[config.mk]
export PLATFORM = sky130hd
export DESIGN_NAME = qdc_top
export DESIGN_NICKNAME = d
export VERILOG_FILES = /design/src/logic/qdc_pkg.sv /design/src/logic/qdc_frame_rx.sv /design/src/logic/qdc_chan_store.sv /design/src/logic/qdc_top.sv
export SDC_FILE = /design/constraint.sdc
export NUM_CORES = 1
export LEC_CHECK = 0
export ABC_AREA = 1
export BUFFER_PORTS_ARGS = -buffer_cell sky130_fd_sc_hd__buf_2
export CAP_MARGIN = 10
export CORE_ASPECT_RATIO = 0.75
export CORE_MARGIN = 10
export CORE_UTILIZATION = 35
export CTS_CLUSTER_SIZE = 24
export DETAILED_ROUTE_END_ITERATION = 7
export PLACE_DENSITY_LB_ADDON = 0.3
export SLEW_MARGIN = 20
export SYNTH_ARGS = -nofsm -noshare
export SYNTH_HDL_FRONTEND = slang
export SYNTH_SLANG_ARGS = --single-unit
[constraint.sdc]
create_clock -name clock -period 4.2 [get_ports clock]
set_clock_uncertainty 0.2 [all_clocks]
set_input_delay 0.84 -clock clock [delete_from_list [all_inputs] [get_ports clock]]
set_output_delay 0.84 -clock clock [all_outputs]
set_load 0.01 [all_outputs]
[src/logic/qdc_pkg.sv]
/*
 * qdc_pkg: frame layout, load codes and power-down encodings for the
 * quad converter serial command front end.
 * assumes: shared by the top, the frame receiver and the channel store.
 */
`default_nettype none
package qdc_pkg;
    localparam int FRAME_BITS   = 24;
    localparam int DATA_BITS    = 16;
    localparam int CNT_W        = 5;
    localparam int NUM_CH       = 4;
    localparam int CH_W         = 2;
    // field positions inside the captured frame
    localparam int POS_ADDR_HI  = 23;
    localparam int POS_ADDR_LO  = 22;
    localparam int POS_LOAD_HI  = 21;
    localparam int POS_LOAD_LO  = 20;
    localparam int POS_DONTCARE = 19;
    localparam int POS_SEL_HI   = 18;
    localparam int POS_SEL_LO   = 17;
    localparam int POS_PD_FLAG  = 16;
    localparam int POS_PD_HI    = 15;
    localparam int POS_PD_LO    = 14;
    localparam logic [CNT_W-1:0] LAST_BIT = 5'h17;
    localparam logic [CNT_W-1:0] CNT_DONE = 5'h18;
    // load field codes
    localparam logic [1:0] LOAD_STORE  = 2'h0;
    localparam logic [1:0] LOAD_SINGLE = 2'h1;
    localparam logic [1:0] LOAD_SIMUL  = 2'h2;
    localparam logic [1:0] LOAD_BCAST  = 2'h3;
    // power-down output modes
    localparam logic [1:0] PD_HIZ_A    = 2'h0;
    localparam logic [1:0] PD_1K       = 2'h1;
    localparam logic [1:0] PD_100K     = 2'h2;
    localparam logic [1:0] PD_HIZ_B    = 2'h3;
    // reset values: zero code, powered up
    localparam logic [DATA_BITS-1:0] RST_CODE = 16'h0000;
    localparam logic                 RST_PD   = 1'b0;
    localparam logic [1:0]           RST_MODE = 2'h0;
    // minimum gap host keeps after the last clock edge
    localparam int GAP_NS    = 130;
    localparam int CLK_NS    = 8;
    localparam int GAP_CYC   = (GAP_NS + CLK_NS - 1) / CLK_NS;
endpackage
`default_nettype wire

[src/logic/qdc_frame_rx.sv]
/*
 * qdc_frame_rx: samples frame select, serial clock and data through
 * two flops each, shifts 24 bits on serial clock falling edges.
 * assumes: the serial clock is much slower than clock (64 ns vs 8 ns).
 */
`timescale 1ns/1ps
`default_nettype none
module qdc_frame_rx (
    input  wire logic                           clock,
    input  wire logic                           rst_n,
    input  wire logic                           frame_sel_n,
    input  wire logic                           sclk,
    input  wire logic                           sdata,
    output logic                                frame_done,
    output logic [qdc_pkg::FRAME_BITS-1:0]      frame_word,
    output logic                                frame_abort
);
    typedef struct packed {
        logic [1:0]                        sel_sync;
        logic [1:0]                        clk_sync;
        logic [1:0]                        dat_sync;
        logic                              sel_d;
        logic                              clk_d;
        logic [qdc_pkg::CNT_W-1:0]         cnt;
        logic [qdc_pkg::FRAME_BITS-1:0]    shreg;
        logic                              done;
        logic                              abort;
    } qdc_rx_t;

    qdc_rx_t st;
    qdc_rx_t next_st;

    logic sel_n_s;
    logic sclk_fall;
    logic sel_fall;
    logic sel_rise;

    always_comb begin
        sel_n_s   = st.sel_sync[1];
        sclk_fall = st.clk_d & ~st.clk_sync[1];
        sel_fall  = st.sel_d & ~sel_n_s;
        sel_rise  = ~st.sel_d & sel_n_s;
        next_st = st;
        next_st.sel_sync = {st.sel_sync[0], frame_sel_n};
        next_st.clk_sync = {st.clk_sync[0], sclk};
        next_st.dat_sync = {st.dat_sync[0], sdata};
        next_st.sel_d    = sel_n_s;
        next_st.clk_d    = st.clk_sync[1];
        next_st.done     = 1'b0;
        next_st.abort    = 1'b0;
        if (sel_fall) begin
            next_st.cnt = '0;
        end else if (sel_rise) begin
            if (st.cnt != qdc_pkg::CNT_DONE) begin
                next_st.abort = 1'b1;
            end
            next_st.shreg = '0;
            next_st.cnt   = '0;
        end else if (!sel_n_s && sclk_fall
                     && st.cnt != qdc_pkg::CNT_DONE) begin
            next_st.shreg = {st.shreg[qdc_pkg::FRAME_BITS-2:0],
                             st.dat_sync[1]};
            next_st.cnt   = st.cnt + 5'h01;
            if (st.cnt == qdc_pkg::LAST_BIT) begin
                next_st.done = 1'b1;
            end
        end
        if (!rst_n) begin
            next_st = '0;
            next_st.sel_sync = 2'h3;
            next_st.sel_d    = 1'b1;
        end
    end

    always_ff @(posedge clock) begin
        st <= next_st;
    end

    assign frame_done  = st.done;
    assign frame_word  = st.shreg;
    assign frame_abort = st.abort;
endmodule
`default_nettype wire

[src/logic/qdc_chan_store.sv]
/*
 * qdc_chan_store: one channel's temporary buffer and converter register.
 * assumes: write strobes come from the decoder on the same clock.
 */
`timescale 1ns/1ps
`default_nettype none
module qdc_chan_store (
    input  wire logic                           clock,
    input  wire logic                           rst_n,
    input  wire logic                           buf_wr,
    input  wire logic                           dac_from_frame,
    input  wire logic                           dac_from_buf,
    input  wire logic [qdc_pkg::DATA_BITS-1:0]  in_code,
    input  wire logic                           in_pd,
    input  wire logic [1:0]                     in_mode,
    output logic [qdc_pkg::DATA_BITS-1:0]       dac_code,
    output logic                                dac_pd,
    output logic [1:0]                          dac_mode
);
    typedef struct packed {
        logic [qdc_pkg::DATA_BITS-1:0] b_code;
        logic                          b_pd;
        logic [1:0]                    b_mode;
        logic [qdc_pkg::DATA_BITS-1:0] d_code;
        logic                          d_pd;
        logic [1:0]                    d_mode;
    } qdc_ch_t;

    qdc_ch_t st;
    qdc_ch_t next_st;

    always_comb begin
        next_st = st;
        if (buf_wr) begin
            next_st.b_code = in_code;
            next_st.b_pd   = in_pd;
            next_st.b_mode = in_mode;
        end
        if (dac_from_frame) begin
            next_st.d_code = in_code;
            next_st.d_pd   = in_pd;
            next_st.d_mode = in_mode;
        end else if (dac_from_buf) begin
            next_st.d_code = st.b_code;
            next_st.d_pd   = st.b_pd;
            next_st.d_mode = st.b_mode;
        end
        if (!rst_n) begin
            next_st.b_code = qdc_pkg::RST_CODE;
            next_st.b_pd   = qdc_pkg::RST_PD;
            next_st.b_mode = qdc_pkg::RST_MODE;
            next_st.d_code = qdc_pkg::RST_CODE;
            next_st.d_pd   = qdc_pkg::RST_PD;
            next_st.d_mode = qdc_pkg::RST_MODE;
        end
    end

    always_ff @(posedge clock) begin
        st <= next_st;
    end

    assign dac_code = st.d_code;
    assign dac_pd   = st.d_pd;
    assign dac_mode = st.d_mode;
endmodule
`default_nettype wire

[src/logic/qdc_top.sv]
/*
 * qdc_top: serial command front end and channel update logic of a
 * four-channel 16-bit converter.
 * assumes: address straps are static; serial pins are asynchronous.
 */
// Behaviour
// - frame starts with select low; data shifted on serial clock falls
// - after 24 bits the shift register freezes for the frame
// - upper 8 bits are control, lower 16 bits are data
// - command executes right after the 24th falling edge
// - next frame begins at next select fall; counter rearms there
// - early select rise clears shifter and discards the frame
// - bit 19 is ignored
// - bits 18:17 pick the channel
// - select codes 0..3 map to channels A..D
// - load 00 writes only the selected temporary buffer
// - load 01 writes buffer and converter register of channel
// - load 10 writes channel, others load from their buffers
// - load 11 acts regardless of address bits
// - broadcast: bit18 clear loads converters from buffers, set writes all channels
// - bit 16 set makes bits 15:14 the power-down selector
// - selector 00/11 high impedance, 01 1k, 10 100k to ground
// - buffers hold data or power-down; loads may mix both
// - converter code is straight binary 0 to 65535
// - power-up clears all registers to zero scale
`timescale 1ns/1ps
`default_nettype none
module qdc_top (
    input  wire logic                                   clock,
    input  wire logic                                   rst_n,
    input  wire logic                                   frame_sel_n,
    input  wire logic                                   sclk,
    input  wire logic                                   sdata,
    input  wire logic                                   addr_pin_hi,
    input  wire logic                                   addr_pin_lo,
    output logic [qdc_pkg::NUM_CH*qdc_pkg::DATA_BITS-1:0] dac_code,
    output logic [qdc_pkg::NUM_CH-1:0]                  dac_pd,
    output logic [qdc_pkg::NUM_CH-1:0]                  out_hiz,
    output logic [qdc_pkg::NUM_CH-1:0]                  out_pull_1k,
    output logic [qdc_pkg::NUM_CH-1:0]                  out_pull_100k,
    output logic                                        cmd_strobe,
    output logic                                        frame_abort
);
    localparam int NC = qdc_pkg::NUM_CH;
    localparam int DW = qdc_pkg::DATA_BITS;

    typedef struct packed {
        logic [1:0]        addr_sync_hi;
        logic [1:0]        addr_sync_lo;
        logic              strobe;
        logic              abort;
        logic [NC-1:0]     hiz;
        logic [NC-1:0]     p1k;
        logic [NC-1:0]     p100k;
    } qdc_top_t;

    qdc_top_t st;
    qdc_top_t next_st;

    logic                              rx_done;
    logic                              rx_abort;
    logic [qdc_pkg::FRAME_BITS-1:0]    rx_word;

    logic                              addr_ok;
    logic [1:0]                        load_code;
    logic [qdc_pkg::CH_W-1:0]          ch_sel;
    logic                              pd_flag;
    logic [1:0]                        pd_mode;
    logic [DW-1:0]                     in_code;
    logic [NC-1:0]                     buf_wr;
    logic [NC-1:0]                     dac_frame;
    logic [NC-1:0]                     dac_buf;
    logic [NC*DW-1:0]                  ch_code;
    logic [NC-1:0]                     ch_pd;
    logic [NC*2-1:0]                   ch_mode;

    qdc_frame_rx u_rx (
        .clock       (clock),
        .rst_n       (rst_n),
        .frame_sel_n (frame_sel_n),
        .sclk        (sclk),
        .sdata       (sdata),
        .frame_done  (rx_done),
        .frame_word  (rx_word),
        .frame_abort (rx_abort)
    );

    // decode of the frozen frame; bit 19 deliberately unused
    always_comb begin
        load_code = {rx_word[qdc_pkg::POS_LOAD_HI],
                     rx_word[qdc_pkg::POS_LOAD_LO]};
        ch_sel    = {rx_word[qdc_pkg::POS_SEL_HI],
                     rx_word[qdc_pkg::POS_SEL_LO]};
        pd_flag   = rx_word[qdc_pkg::POS_PD_FLAG];
        pd_mode   = {rx_word[qdc_pkg::POS_PD_HI],
                     rx_word[qdc_pkg::POS_PD_LO]};
        in_code   = rx_word[DW-1:0];
        addr_ok   = (rx_word[qdc_pkg::POS_ADDR_HI] == st.addr_sync_hi[1])
                 && (rx_word[qdc_pkg::POS_ADDR_LO] == st.addr_sync_lo[1]);
    end

    always_comb begin
        buf_wr    = '0;
        dac_frame = '0;
        dac_buf   = '0;
        if (rx_done) begin
            if (load_code == qdc_pkg::LOAD_BCAST) begin
                if (rx_word[qdc_pkg::POS_SEL_HI]) begin
                    buf_wr    = '1;
                    dac_frame = '1;
                end else begin
                    dac_buf   = '1;
                end
            end else if (addr_ok) begin
                for (int i = 0; i < NC; i++) begin
                    if (ch_sel == i[qdc_pkg::CH_W-1:0]) begin
                        buf_wr[i] = 1'b1;
                        if (load_code != qdc_pkg::LOAD_STORE) begin
                            dac_frame[i] = 1'b1;
                        end
                    end else if (load_code == qdc_pkg::LOAD_SIMUL) begin
                        dac_buf[i] = 1'b1;
                    end
                end
            end
        end
    end

    genvar g;
    generate
        for (g = 0; g < NC; g++) begin : gen_ch
            qdc_chan_store u_ch (
                .clock          (clock),
                .rst_n          (rst_n),
                .buf_wr         (buf_wr[g]),
                .dac_from_frame (dac_frame[g]),
                .dac_from_buf   (dac_buf[g]),
                .in_code        (in_code),
                .in_pd          (pd_flag),
                .in_mode        (pd_mode),
                .dac_code       (ch_code[g*DW +: DW]),
                .dac_pd         (ch_pd[g]),
                .dac_mode       (ch_mode[g*2 +: 2])
            );
        end
    endgenerate

    always_comb begin
        next_st = st;
        next_st.addr_sync_hi = {st.addr_sync_hi[0], addr_pin_hi};
        next_st.addr_sync_lo = {st.addr_sync_lo[0], addr_pin_lo};
        next_st.strobe = rx_done;
        next_st.abort  = rx_abort;
        for (int i = 0; i < NC; i++) begin
            // registered here so every output leaves a flop
            next_st.hiz[i]   = ch_pd[i]
                && (ch_mode[i*2 +: 2] == qdc_pkg::PD_HIZ_A
                 || ch_mode[i*2 +: 2] == qdc_pkg::PD_HIZ_B);
            next_st.p1k[i]   = ch_pd[i]
                && ch_mode[i*2 +: 2] == qdc_pkg::PD_1K;
            next_st.p100k[i] = ch_pd[i]
                && ch_mode[i*2 +: 2] == qdc_pkg::PD_100K;
        end
        if (!rst_n) begin
            next_st = '0;
        end
    end

    always_ff @(posedge clock) begin
        st <= next_st;
    end

    assign dac_code      = ch_code;
    assign dac_pd        = ch_pd;
    assign out_hiz       = st.hiz;
    assign out_pull_1k   = st.p1k;
    assign out_pull_100k = st.p100k;
    assign cmd_strobe    = st.strobe;
    assign frame_abort   = st.abort;
endmodule
`default_nettype wire

==> Word-level counts from Yosys, hierarchy flattened <==
Cells that the tools add are included.
{ "op_classes": {"addsub": 1, "eq_ne": 21, "mux": 37, "n_bitwise": 10, "reduce_logical": 35} }
{ "op_table": {"columns": ["op", "n"], "rows": [
  ["19-bit 2-to-1 mux", 8],
  ["4-bit 2-to-1 mux", 11],
  ["25-bit 2-to-1 mux", 1],
  ["2-bit equality test (second input constant)", 12],
  ["24-bit 2-to-1 mux", 1],
  ["1-bit 2-to-1 mux", 16],
  ["1-bit logical AND", 15],
  ["2-bit nonzero test", 6],
  ["2-bit by 1-bit equality test with 1-bit output (second input constant)", 5],
  ["2-bit logical NOT", 5],
  ["1-bit inverter", 7],
  ["3-bit OR reduction", 2],
  ["5-bit by 1-bit adder with 5-bit output (second input constant)", 1],
  ["5-bit equality test (second input constant)", 1],
  ["5-bit inequality test (second input constant)", 1],
  ["1-bit logical OR", 4],
  ["4-bit OR reduction", 1],
  ["1-bit AND", 3],
  ["1-bit equality test", 2],
  ["2-bit AND reduction", 1],
  ["1-bit logical NOT", 1]
]} }
{ "word_totals": {"ff_bits": 209, "inputBits": 7, "output_inout_bits": 82, "wordCells": 144} }

==> Depth between registers and ports, before layout <==
{ "logic_depth": {"depth_word": 8, "depth_mapped": 11, "depth_no_buf": 10} }

==> By module <==
A second synthesis with hierarchy kept.
{ "hier_totals": {"hier_cells": 1324, "hier_area_um2": 9882.0} }
{ "modules_own_cells": {"columns": ["mod", "instances", "cells_each", "area_per_inst_um2", "seq_area_each_um2"], "rows": [
  ["qdc_chan_store", 4, 243, 1790.5, 760.7],
  ["qdc_frame_rx", 1, 207, 1700.4, 780.7],
  ["qdc_top", 1, 145, 1019.7, 360.3]
]} }

==> Least setup slack after synthesis <==
OpenSTA, ideal clock, no wires.
{ "synth_timing": {"path_type": "input to register", "from": "input port rst_n", "to": "register gen_ch[0].u_ch.st (netlist bit gen_ch[0].u_ch.dac_mode[0])", "setup_time_ps": 64, "arrival_ps": 1749, "required_ps": 3936, "path_slack_ps": 2187, "cell_stages": 5, "path_buffers": 3, "path_cell_list": "clkbuf_1 -> clkbuf_1 -> buf_1 -> nand2_1 -> nor2_1"} }
{ "synth_rtl": {"columns": ["element", "line", "rtl"], "rows": [
  ["start, declared", "qdc_top.sv:30", "input wire logic rst_n,"],
  ["end signal, assigned", "qdc_chan_store.sv:59", "st <= next_st;"],
  ["end, declared", "qdc_chan_store.sv:29", "qdc_ch_t st;"]
]} }

==> Worst setup path after layout <==
{ "layout_timing": {"from": "register u_rx.st (netlist bit u_rx.frame_word[21])", "to": "register gen_ch[0].u_ch.st (netlist bit gen_ch[0].u_ch.dac_code[8])"} }
{ "layout_via": {"elab_chain_len": 7, "word_cells_on_any_way": 15, "classes_between": "2 x eq/ne; 11 x mux; 2 x reduce/logical"} }
{ "layout_lines": {"columns": ["element", "line", "rtl"], "rows": [
  ["start, declared", "qdc_frame_rx.sv:30", "qdc_rx_t st;"],
  ["start signal, assigned", "qdc_frame_rx.sv:76", "st <= next_st;"],
  ["2-bit equality test or 2-bit nonzero test (tied branches)", "qdc_top.sv:121, qdc_top.sv:118", null],
  ["1-bit 2-to-1 mux, on equally long branches", "qdc_top.sv:121, qdc_top.sv:118", null],
  ["1-bit 2-to-1 mux", "qdc_top.sv:116", "if (ch_sel == i[qdc_pkg::CH_W-1:0]) begin"],
  ["4-bit 2-to-1 mux", "qdc_top.sv:114", "end else if (addr_ok) begin"],
  ["4-bit 2-to-1 mux", "qdc_top.sv:107", "if (load_code == qdc_pkg::LOAD_BCAST) begin"],
  ["4-bit 2-to-1 mux", "qdc_top.sv:106", "if (rx_done) begin"],
  ["2-bit nonzero test (no line) or 19-bit 2-to-1 mux (tied branches)", null, null]
]} }
Parallel ways exist; a longest one is shown, timed or not.
A chain may end at the register's enable or synchronous reset.

==> results.cfg <==
[cells_and_area]
postLayoutCoreUtil_pct = 38.0
total_area_of_multi_input_combinational_cells_um2 = 3790
ff_latch_area_um2 = 3860
post_layout_nonfiller_instances = 1538
final_cell_area_um2 = 9450
share_of_final_layout_standard_cells_stronger_than_drive_strength_1_pct = 12.2
filler_cell_count = 2651
finish.net_count = 1206
synthToLayoutAreaGrowth_pct = 7.07
antenna_cells_inserted = 0

[worst_setup_path]
crit_chain = nand2_1 -> o21ai_2 -> inv_2 -> nand3_4 -> and2_1 -> nor2_1 -> nor2_1
slowest_cell_delay_on_critical_path_ps = 580
crit_family = simple AND/OR/NAND/NOR gates
worst_ep_arrival_time_ps = 2950
timing.critical_path.slowest_stage_cell = sky130_fd_sc_hd__and2_1
critical_path.endpoint_type = register
timing.reg2reg.setup_slack_ps = 1430
bufs_and_invs_on_worst_path = 1
setup.worst_path.class = reg -> reg
timing.critical_path.from_type = register
rr_startpoint = u_rx.frame_word[21]
rr_worst_depth = 7
critical_register_to_register_path_endpoint = gen_ch[0].u_ch.dac_code[8]
cp_data_required_time_ps = 4380
timing.critical_path.fanout_max = 35
worst_path_most_repeated_cell = sky130_fd_sc_hd__nor2_1

[power]
pwr-share-seq_pct = 52.3
max-vdd-ir-drop_v = 0.000299
netSwitchingPower_mw = 0.867
post-layout-total-power_mw = 3.51
power.internal_mw = 2.64
p_clk_share_pct = 46.1
power_per_cell_area_nw_per_um2 = 371
power.share.switching_pct = 24.7
leakagePower_nw = 4.19
comb_power_share_pct = 1.6

[synthesis]
yosysWarningCount = 0
postSynthNetCount = 1243
synth_sequential_area_ratio_pct = 43.8
synth.lib_cells_used.distinct = 31
synth.ff_latch_count = 193
number_of_enable_flip_flop_cells_after_synthesis = 0
syn-instance-count = 1224
synthesis.area_um2 = 8830
synth_area_per_cell_um2 = 7.21
synth-main-ff-cell = sky130_fd_sc_hd__dfxtp_1
async_reset_ff_share_pct = 0

[cts]
clkSlewWorstSetupHoldPaths_ps = 80
cts_resized = 0
max-clock-path-buffers = 2
numClockSinks = 193
cts_hold_repair_buffers = 0
clockRootBuffer = sky130_fd_sc_hd__clkbuf_16
clk-insertion-delay-late_ps = 440
clock_tree_from_tritoncts = done
numCtsBuffers = 17
htree_num_levels = 4
postCtsSetupBuffers = 0

[routing]
drtPass1Iterations = 5
count_of_unresolved_drc_violations_after_routing = 0
via_count = 7286
antenna_left = 0
route.final.wire_length_um = 22700
wire_per_inst_um = 14.8
drt-initial-drc-count = 699
route.detailed.vias_per_inst = 4.74

[floorplanning]
core_um2 = 24900
ios = 89
floorplan.die.height_um = 158
start_util_pct = 35.5
rows = 50
die_w_um = 203
fp.dieArea_um2 = 32000

[global_route]
maximum_number_of_pins_on_one_net_before_global_route_repair = 69
grt_first_pass_wirelength_um = 36800
grt_pass1_vias = 6664
grtUsageTotal_pct = 14.3
antenna_found_initial = 0
grt.overflow.total = 0

[timing]
rsz0062_at_grt = false
timing.final.setup_violations = 0
timing.hold.ws_ps = 216
finalSetupTns_ps = 0
drv_slew = 0
final.min_clock_period_ps = 2770
final_hold_viol_count = 0
relSlewSlack_pct = 27.5
fmaxAchievable_ghz = 0.361
setup_ws_ps = 1430
layout_worst_path_cycle_share_pct = 66.0
tightest_slew_ps = 1090

[placed_design]
placedInstanceArea_um2 = 8860
post-dp-hpwl_um = 15000
placedCellCount = 1506
place.gp.congestion = 0.860
io_buffer_count = 88
post_place_worst_slack_ps = 1430

[min_path]
min_to = u_rx.st[36]
worst_hold_startpoint = u_rx.st[35]
timing.hold.worst.class = reg -> reg
min_delay_path_depth = 2

[status]
outcome = finished clean

[job]
drv.max_cap_violation_count = 0
[logic make-up after synthesis]
family / Yosys count / share of synthesized area, %
simple gates: 599 / 29.8
compound gates: 192 / 11.0
flops: 193 / 43.8
buf+inv: 227 / 13.6
fa+ha+maj: 12 / 1.70
xor+xnor: 1 / 0.184
[worst reg2reg max path, cell delays in order, from the launching register on]
cell                      delay (ps)
sky130_fd_sc_hd__dfxtp_1         410
sky130_fd_sc_hd__nand2_1         310
sky130_fd_sc_hd__o21ai_2         390
sky130_fd_sc_hd__inv_2           220
sky130_fd_sc_hd__nand3_4         380
sky130_fd_sc_hd__and2_1          600
sky130_fd_sc_hd__nor2_1          110
sky130_fd_sc_hd__nor2_1          110
[layout make-up]
type	instances	share of cell area (%)
Clock buffer	17	4.50
Clock inverter	15	1.77
Inverter	74	2.94
Multi-Input combinational cell	804	40.0
Sequential cell	193	40.9
Tap cell	338	4.47
Timing Repair Buffer	97	5.40
[power by group through the flow]
stage	Sequential [mW]	Combinational, mW	Clock (mW)
floorplan	1.88	0.0422	0
global placement	1.88	0.0574	0
detailed placement	1.88	0.0576	0
CTS	1.84	0.0576	1.66
global route	1.84	0.0648	1.75
finish	1.84	0.0574	1.62
[flip-flops by register name (all words and copies together) (netlist names), 4 cells and up]
register / count
st: 4
u_rx.frame_word: 24
gen_ch.u_ch.dac_code: 56
out_pull_1k: 4
out_pull_100k: 4
gen_ch.u_ch.dac_pd: 4
u_rx.st: 12
gen_ch.u_ch.dac_mode: 8
out_hiz: 4
gen_ch.u_ch.st: 68
[cell usage in the layout, fill, tap and decap left out, types with 19 or more instances in the layout]
| cell type | synthesis | routed |
|---|---|---|
| sky130_fd_sc_hd__a21oi_1 | 97 | 97 |
| sky130_fd_sc_hd__buf_2 | 26 | 87 |
| sky130_fd_sc_hd__nand2_1 | 287 | 286 |
| sky130_fd_sc_hd__nand3b_1 | 57 | 57 |
| sky130_fd_sc_hd__o21ai_0 | 91 | 91 |
| sky130_fd_sc_hd__dfxtp_1 | 193 | 193 |
| sky130_fd_sc_hd__nand3_1 | 57 | 57 |
| sky130_fd_sc_hd__inv_1 | 68 | 68 |
| sky130_fd_sc_hd__nand4_1 | 19 | 19 |
| sky130_fd_sc_hd__nor2_1 | 168 | 168 |
[how the worst max path moves through the flow]
| stage | from | end | slack, ps | cells after the start |
|---|---|---|---|---|
| after CTS | u_rx.frame_word[21] | gen_ch[0].u_ch.dac_code[8] | 1430 | 7 |
| final | u_rx.frame_word[21] | gen_ch[0].u_ch.dac_code[8] | 1430 | 7 |
| after detailed placement | u_rx.frame_word[21] | gen_ch[0].u_ch.dac_code[6] | 1430 | 7 |
| after global placement | u_rx.frame_word[20] | gen_ch[0].u_ch.dac_code[0] | 1600 | 7 |
| after floorplan | rst_n | gen_ch[0].u_ch.dac_mode[0] | 2190 | 5 |
| after global routing | u_rx.frame_word[21] | gen_ch[2].u_ch.dac_code[11] | 1080 | 9 |
[routing by layer]
layer | GRT usage, % | wire length (um) | vias to the layer above
met5 | 0 | 0 | -
met4 | 4.71 | 391 | 0
met3 | 2.90 | 1340 | 20
met2 | 20.7 | 9400 | 181
met1 | 20.6 | 11600 | 3309
li1 | - | - | 3776
[Yosys cell counts, drive strengths merged (12+ instances only)]
cell | instances | area share, %
a21oi | 99 | 5.7
buf | 113 | 8.7
clkbuf | 40 | 1.7
dfxtp | 193 | 44
ha | 12 | 1.7
inv | 72 | 3.1
nand2 | 288 | 12
nand3 | 59 | 3.5
nand3b | 57 | 4.8
nand4 | 19 | 1.3
nor2 | 169 | 7.2
o21ai | 93 | 5.3
Power figures use the tool's default switching activity.
